===== config.mk =====
export PLATFORM = sky130hd
export DESIGN_NAME = return_and_rotate_exec
export DESIGN_NICKNAME = d
export VERILOG_FILES = /design/src/hw/unused_placeholder_removed.sv /design/src/hw/rr_exec_pkg.sv /design/src/hw/rotate_carry_unit.sv /design/src/hw/return_and_rotate_exec.sv
export SDC_FILE = /design/constraint.sdc
export NUM_CORES = 1
export LEC_CHECK = 0
export ABC_AREA = 0
export CELL_PAD_IN_SITES_DETAIL_PLACEMENT = 2
export CELL_PAD_IN_SITES_GLOBAL_PLACEMENT = 2
export CORE_UTILIZATION = 38
export DETAILED_ROUTE_END_ITERATION = 10
export DONT_BUFFER_PORTS = 1
export PLACE_DENSITY_LB_ADDON = 0.08
export SLEW_MARGIN = 25
export SYNTH_ARGS = -nofsm -noshare
export SYNTH_HDL_FRONTEND = slang
export SYNTH_HIERARCHICAL = 1
export SYNTH_SLANG_ARGS = --single-unit

===== constraint.sdc =====
create_clock -name REF_CLK_I -period 1.87 [get_ports REF_CLK_I]
set_input_delay 0.0935 -clock REF_CLK_I [delete_from_list [all_inputs] [get_ports REF_CLK_I]]
set_output_delay 0.0935 -clock REF_CLK_I [all_outputs]
set_load 0.01 [all_outputs]

===== src/hw/unused_placeholder_removed.sv =====
// Intentionally minimal: no logic in this file
`timescale 1ns/1ns
`default_nettype none
`default_nettype wire


===== src/hw/rr_exec_pkg.sv =====
// Shared types and constants for the return and rotate execution block
// =====================================================================
// Functional notes
// - Return from interrupt pops the stack and loads the program counter from the top entry.
// - Return from interrupt also sets the global interrupt enable, bit 7 of the control reg.
// - Return from interrupt is one program word and takes two instruction cycles.
// - Return with literal loads the working register with its 8-bit operand, 0 to 255.
// - Return with literal loads the program counter from the top of stack in two cycles.
// - Return from subroutine pops the stack, loads the program counter, in two cycles.
// - Rotate left moves old carry into bit 0 and old bit 7 into the carry.
// - Rotate destination 0 writes the working register, 1 writes the file register.
// - Rotate right shifts through carry with the same destination choice as rotate left.
package rr_exec_pkg;

   // ==================================================================
   // Widths, positions and counts
   localparam int unsigned DATA_W        = 8;
   localparam int unsigned FADDR_W       = 7;
   localparam int unsigned GIE_BIT       = 7;
   localparam int unsigned RET_CYCLES    = 2;
   localparam int unsigned ROT_CYCLES    = 1;
   localparam logic        DEST_W_REG    = 1'b0;
   localparam logic        DEST_FILE_REG = 1'b1;
   localparam logic [7:0]  DATA_RST      = 8'h00;
   localparam logic [6:0]  FADDR_RST     = 7'h00;

   // ==================================================================
   // Operation classes handed over by the decoder
   typedef enum logic [2:0] {
      OP_NONE,
      OP_RETURN_FROM_INTERRUPT,
      OP_RETURN_WITH_LITERAL,
      OP_RETURN_SUB,
      OP_ROTATE_LEFT_CARRY,
      OP_ROTATE_RIGHT_CARRY
   } op_t;

   typedef struct packed {
      op_t               op;
      logic [7:0]        literal;
      logic [6:0]        faddr;
      logic              dest;
   } instr_t;

endpackage : rr_exec_pkg


===== src/hw/rotate_carry_unit.sv =====
// One-bit rotate through carry, left or right
`timescale 1ns/1ns
`default_nettype none
module rotate_carry_unit #(
   parameter int unsigned W = 8
) (
   // Operand
   input  wire logic [W-1:0] data_i,
   input  wire logic         carry_i,
   input  wire logic         right_i,
   // Result
   output logic      [W-1:0] result_o,
   output logic              carry_o
);

   // ==================================================================
   // Rotation
   always_comb begin
      if (right_i) begin
         result_o = {carry_i, data_i[W-1:1]};
         carry_o  = data_i[0];
      end else begin
         result_o = {data_i[W-2:0], carry_i};
         carry_o  = data_i[W-1];
      end
   end

endmodule : rotate_carry_unit
`default_nettype wire


===== src/hw/return_and_rotate_exec.sv =====
// Execution of the return and rotate-through-carry instructions
`timescale 1ns/1ns
`default_nettype none
module return_and_rotate_exec #(
   parameter int unsigned PC_W = 15
) (
   // Clock and reset
   input  wire logic                        REF_CLK_I,
   input  wire logic                        RST_N_I,
   // Instruction issue
   input  wire logic                        ISSUE_I,
   input  wire rr_exec_pkg::instr_t         INSTR_I,
   output logic                             READY_O,
   output logic                             DONE_O,
   // Core state read in the issue cycle
   input  wire logic [PC_W-1:0]             TOS_I,
   input  wire logic [7:0]                  FILE_RDATA_I,
   input  wire logic                        CARRY_I,
   // Stack and program counter
   output logic                             STACK_POP_O,
   output logic                             PC_LOAD_O,
   output logic      [PC_W-1:0]             PC_O,
   // Working and file register writes
   output logic                             W_WE_O,
   output logic      [7:0]                  W_DATA_O,
   output logic                             FILE_WE_O,
   output logic      [6:0]                  FILE_ADDR_O,
   output logic      [7:0]                  FILE_WDATA_O,
   // Status and interrupt control
   output logic                             CARRY_WE_O,
   output logic                             CARRY_O,
   output logic                             GIE_SET_O,
   output logic      [7:0]                  INTERRUPT_CONTROL_REG_SET_MASK_O
);

   // ==================================================================
   // State
   typedef enum logic {
      ST_IDLE,
      ST_FLUSH
   } fsm_t;

   typedef struct packed {
      fsm_t              fsm;
      logic              done;
      logic              pop;
      logic              pc_load;
      logic [PC_W-1:0]   pc;
      logic              w_we;
      logic [7:0]        w_data;
      logic              f_we;
      logic [6:0]        f_addr;
      logic [7:0]        f_data;
      logic              c_we;
      logic              c_data;
      logic              gie_set;
   } state_t;

   localparam state_t STATE_RST = '{
      fsm:     ST_IDLE,
      done:    1'b0,
      pop:     1'b0,
      pc_load: 1'b0,
      pc:      '0,
      w_we:    1'b0,
      w_data:  rr_exec_pkg::DATA_RST,
      f_we:    1'b0,
      f_addr:  rr_exec_pkg::FADDR_RST,
      f_data:  rr_exec_pkg::DATA_RST,
      c_we:    1'b0,
      c_data:  1'b0,
      gie_set: 1'b0
   };

   state_t q;
   state_t d;
   logic   take;
   logic   is_ret;
   logic   is_rot;
   logic   rot_right;
   logic [7:0] rot_res;
   logic   rot_c;

   assign take      = ISSUE_I && (q.fsm == ST_IDLE);
   assign is_ret    = (INSTR_I.op == rr_exec_pkg::OP_RETURN_FROM_INTERRUPT) ||
                      (INSTR_I.op == rr_exec_pkg::OP_RETURN_WITH_LITERAL) ||
                      (INSTR_I.op == rr_exec_pkg::OP_RETURN_SUB);
   assign rot_right = (INSTR_I.op == rr_exec_pkg::OP_ROTATE_RIGHT_CARRY);
   assign is_rot    = rot_right || (INSTR_I.op == rr_exec_pkg::OP_ROTATE_LEFT_CARRY);

   rotate_carry_unit #(
      .W        (rr_exec_pkg::DATA_W)
   ) u_rot (
      .data_i   (FILE_RDATA_I),
      .carry_i  (CARRY_I),
      .right_i  (rot_right),
      .result_o (rot_res),
      .carry_o  (rot_c)
   );

   // ==================================================================
   // Next state
   always_comb begin
      d         = q;
      d.done    = 1'b0;
      d.pop     = 1'b0;
      d.pc_load = 1'b0;
      d.w_we    = 1'b0;
      d.f_we    = 1'b0;
      d.c_we    = 1'b0;
      d.gie_set = 1'b0;
      case (q.fsm)
         ST_IDLE: begin
            if (take && is_ret) begin
               // Second cycle is spent flushing the fetched word
               d.fsm     = ST_FLUSH;
               d.pop     = 1'b1;
               d.pc_load = 1'b1;
               d.pc      = TOS_I;
               d.done    = 1'b1;
               // No carry write on any return
               d.c_we    = 1'b0;
               if (INSTR_I.op == rr_exec_pkg::OP_RETURN_FROM_INTERRUPT) begin
                  d.gie_set = 1'b1;
               end
               if (INSTR_I.op == rr_exec_pkg::OP_RETURN_WITH_LITERAL) begin
                  d.w_we   = 1'b1;
                  d.w_data = INSTR_I.literal;
               end
            end else if (take && is_rot) begin
               // Stays ready: single cycle, carry is the only flag touched
               d.done   = 1'b1;
               d.c_we   = 1'b1;
               d.c_data = rot_c;
               d.f_addr = INSTR_I.faddr;
               if (INSTR_I.dest == rr_exec_pkg::DEST_FILE_REG) begin
                  d.f_we   = 1'b1;
                  d.f_data = rot_res;
               end else begin
                  d.w_we   = 1'b1;
                  d.w_data = rot_res;
               end
            end
         end
         ST_FLUSH: begin
            d.fsm = ST_IDLE;
         end
         default: begin
            d.fsm = ST_IDLE;
         end
      endcase
   end

   always_ff @(posedge REF_CLK_I or negedge RST_N_I) begin
      if (!RST_N_I) begin
         q <= STATE_RST;
      end else begin
         q <= d;
      end
   end

   // ==================================================================
   // Outputs
   assign READY_O           = (q.fsm == ST_IDLE);
   assign DONE_O            = q.done;
   assign STACK_POP_O       = q.pop;
   assign PC_LOAD_O         = q.pc_load;
   assign PC_O              = q.pc;
   assign W_WE_O            = q.w_we;
   assign W_DATA_O          = q.w_data;
   assign FILE_WE_O         = q.f_we;
   assign FILE_ADDR_O       = q.f_addr;
   assign FILE_WDATA_O      = q.f_data;
   assign CARRY_WE_O        = q.c_we;
   assign CARRY_O           = q.c_data;
   assign GIE_SET_O         = q.gie_set;
   assign INTERRUPT_CONTROL_REG_SET_MASK_O = 8'(q.gie_set) << rr_exec_pkg::GIE_BIT;

   logic ret_take;
   logic rot_take;
   assign ret_take = take && is_ret;
   assign rot_take = take && is_rot;
endmodule : return_and_rotate_exec
`default_nettype wire


==> results.toml <==
[finish]
design_area_mm2 = 0.00244
antenna_cells = 0
layout.nets = 229
final_util_pct = 50.0
drive_gt1_share_pct = 23.9
layout_commonest_cell = "dfrtp_1"
syn_to_final_growth_pct = 22.8
fill_cells = 489
layout_common_cells = "dfrtp_1 (45), dlygate4sd3_1 (32), nand2_1 (24)"

[timing]
rsz0062_at_grt = "no"
setup_tns_ns = 0
finalCriticalPeriod_ns = 1.77
finalMaxSlewViolations = 0
relSlewSlack_pct = 65.3
setup_viol = 0
worst_clock_skew_ns = 0.0120
hold_viol_final = 0
tightest_slew_ns = 0.521
fin_ws_ns = 0.0976
min_period_over_period_pct = 94.8
fmax_mhz = 564

[drt]
vias_per_cell = 5.15
final_antenna_net_count = 0
wl_per_cell_um = 21.3
drt_iter0_drc = 43
drc_errors = 0
num_vias = 1292
drt-total-wl_mm = 5.35
first_pass_iters = 4

[critical_path]
cp.arrival_ns = 1.96
cp.depth = 4
crit_family = "flip-flops"
path_max_fanout = 12
reg2reg_depth = 4
critPathLaunchType = "register"
crit_path_cell_trace = "nor3b_2 > o21a_1 > buf_4 > mux2_2"
slowest_stage = "dfrtp_1"
critPathRequiredTime_ns = 2.05
slowest_delay_ns = 0.51
critical_path_class = "reg2reg"
critPathCaptureType = "register"
cp_num_buf_inv = 1

[clocking]
cts_tree = "done"
clk_pin_slew_ns = 0.10
cts_resized = 0
cts_root_buffer = "clkbuf_8"
clock_latency_ns = 0.31
htree_levels = 2
cts_setup_buffers = 0
cts-hold-fix-buffers = 33
cts.sinks = 45
clk_path_buf_depth = 2
cts_buffers = 5

[power_and_ir_drop]
power_density_mw_per_mm2 = 971
pwr-share-seq_pct = 59.1
comb_power_share_pct = 14.8
p_sw_mw = 0.738
power.leakage_nw = 1.15
p_sw_share_pct = 31.2
peakVddDrop_v = 0.000346
internal_power_mw = 1.63
pwr-share-clk_pct = 26.0

[floorplanning]
die_x_um = 74.3
die_area_mm2 = 0.00552
io_pins = 101
start_util_pct = 40.7
core_area_mm2 = 0.00488
die_h_um = 74.3
std_cell_rows = 25

[synth]
syn_area_mm2 = 0.00199
synthTopCellsByArea = "dfrtp_1 (57%), mux2_2 (9.1%), mux2_4 (6.8%), nand2_1 (4.5%), a221o_1 (4.0%)"
synth.distinct_cells = 22
yosys_register_bits = 45
synthCells = 148
ys_seq_area_share_pct = 56.7
yosysWarnings = 6
synth_top_area_share_pct = 56.7
yosysTopAreaCell = "dfrtp_1"
synth_area_per_cell_um2 = 13.4

[placed_design]
dp_hpwl_mm = 3.41
portBuffers = 0
gp_congestion = 0.672
place_area_mm2 = 0.00200
post-place-ws_ns = 0.120

[global_route]
grt_pass1_vias = 1500
grt_pass1_wl_mm = 8.07
antenna_found_initial = 0
grt_util_all_layers_pct = 20.6
grt.overflow.total = 0
grt_max_degree = 46

[flow_run]
drv_cap = 0

[min_path]
hp-class = "in2reg"
min_path_cells = 2

[outcome]
status = "finished, final reports clean"
==> sequential cells by signal, summed over array words and instances (netlist names) <==
name / count
GIE_SET_O: 1
DONE_O: 1
PC_O: 15
FILE_WE_O: 1
CARRY_WE_O: 1
CARRY_O: 1
W_WE_O: 1
FILE_ADDR_O: 7
q: 1
W_DATA_O: 8
FILE_WDATA_O: 8
==> layer usage <==
layer	track usage [%]	vias to the layer above	wire length [um]
met3	6.37	7	433
met1	22.1	662	1950
li1	-	564	-
met4	6.29	0	50
met2	38.4	59	2910
met5	0	-	0
==> final timing paths <==
path	from	end	slack, ns
hold / removal	INSTR_I[18]	GIE_SET_O	0.009
setup reg to reg	q[46]	PC_O[5]	0.1
hold reg to reg	FILE_ADDR_O[6]	FILE_ADDR_O[6]	0.55
setup / recovery	q[46]	PC_O[5]	0.1
min in group asynchronous	RST_N_I	PC_O[14]	0.31
max in group asynchronous	RST_N_I	CARRY_O	1.35
==> cell usage after synthesis <==
cell,count
o21a_1,1
buf_8,1
or2b_1,1
a32oi_2,1
inv_6,1
a221o_1,8
nand2_2,1
buf_1,1
nand4bb_1,1
conb_1,1
and3_4,1
buf_6,3
mux2_1,7
mux2_4,9
inv_1,5
and3_1,8
buf_4,10
dfrtp_1,45
nand2_1,24
nor3b_2,1
mux2_2,16
nor3b_1,2
==> worst reg2reg max path: stages (launching register included) <==
cell,delay (ns)
dfrtp_1,0.51
nor3b_2,0.37
o21a_1,0.21
buf_4,0.22
mux2_2,0.36
==> metrics by stage <==
stage	hold slack (ns)	total power, mW	std cells
global route	0.0106	2.49	251
floorplan	-0.202	1.60	154
global placement	-0.201	1.65	210
finish	0.00945	2.37	251
detailed placement	-0.201	1.68	210
CTS	0.00306	2.38	251
==> layout make-up <==
class                   count  area (um2)  area share [%]
flip-flops and latches     45        1130            46.2
multi-input cells          88         733            30.1
repair buffers             37         378            15.5
well taps                  67        83.8            3.44
clock buffers               5        68.8            2.82
inverters                   6        27.5            1.13
clock inverters             3        22.5           0.923
==> kinds of logic (layout without fill, tap and decap cells) <==
family | Yosys count | count (layout) | share of synthesized area (%)
other | 1 | 7 | 0.189
AND/OR/NAND/NOR | 39 | 39 | 10.3
AO/OA/AOI/OAI | 10 | 10 | 5.23
multiplexers | 32 | 32 | 19.8
flip-flops | 45 | 45 | 56.7
buffers and inverters | 21 | 51 | 7.81
==> power by group through the flow <==
stage | clock network [mW] | registers, mW | logic [mW]
after global routing | 0.674 | 1.43 | 0.391
after global placement | 0 | 1.41 | 0.241
after CTS | 0.633 | 1.40 | 0.347
final | 0.616 | 1.40 | 0.352
after detailed placement | 0 | 1.42 | 0.264
after floorplan | 0 | 1.36 | 0.242
No activity file was read; power rests on OpenSTA's default activity.
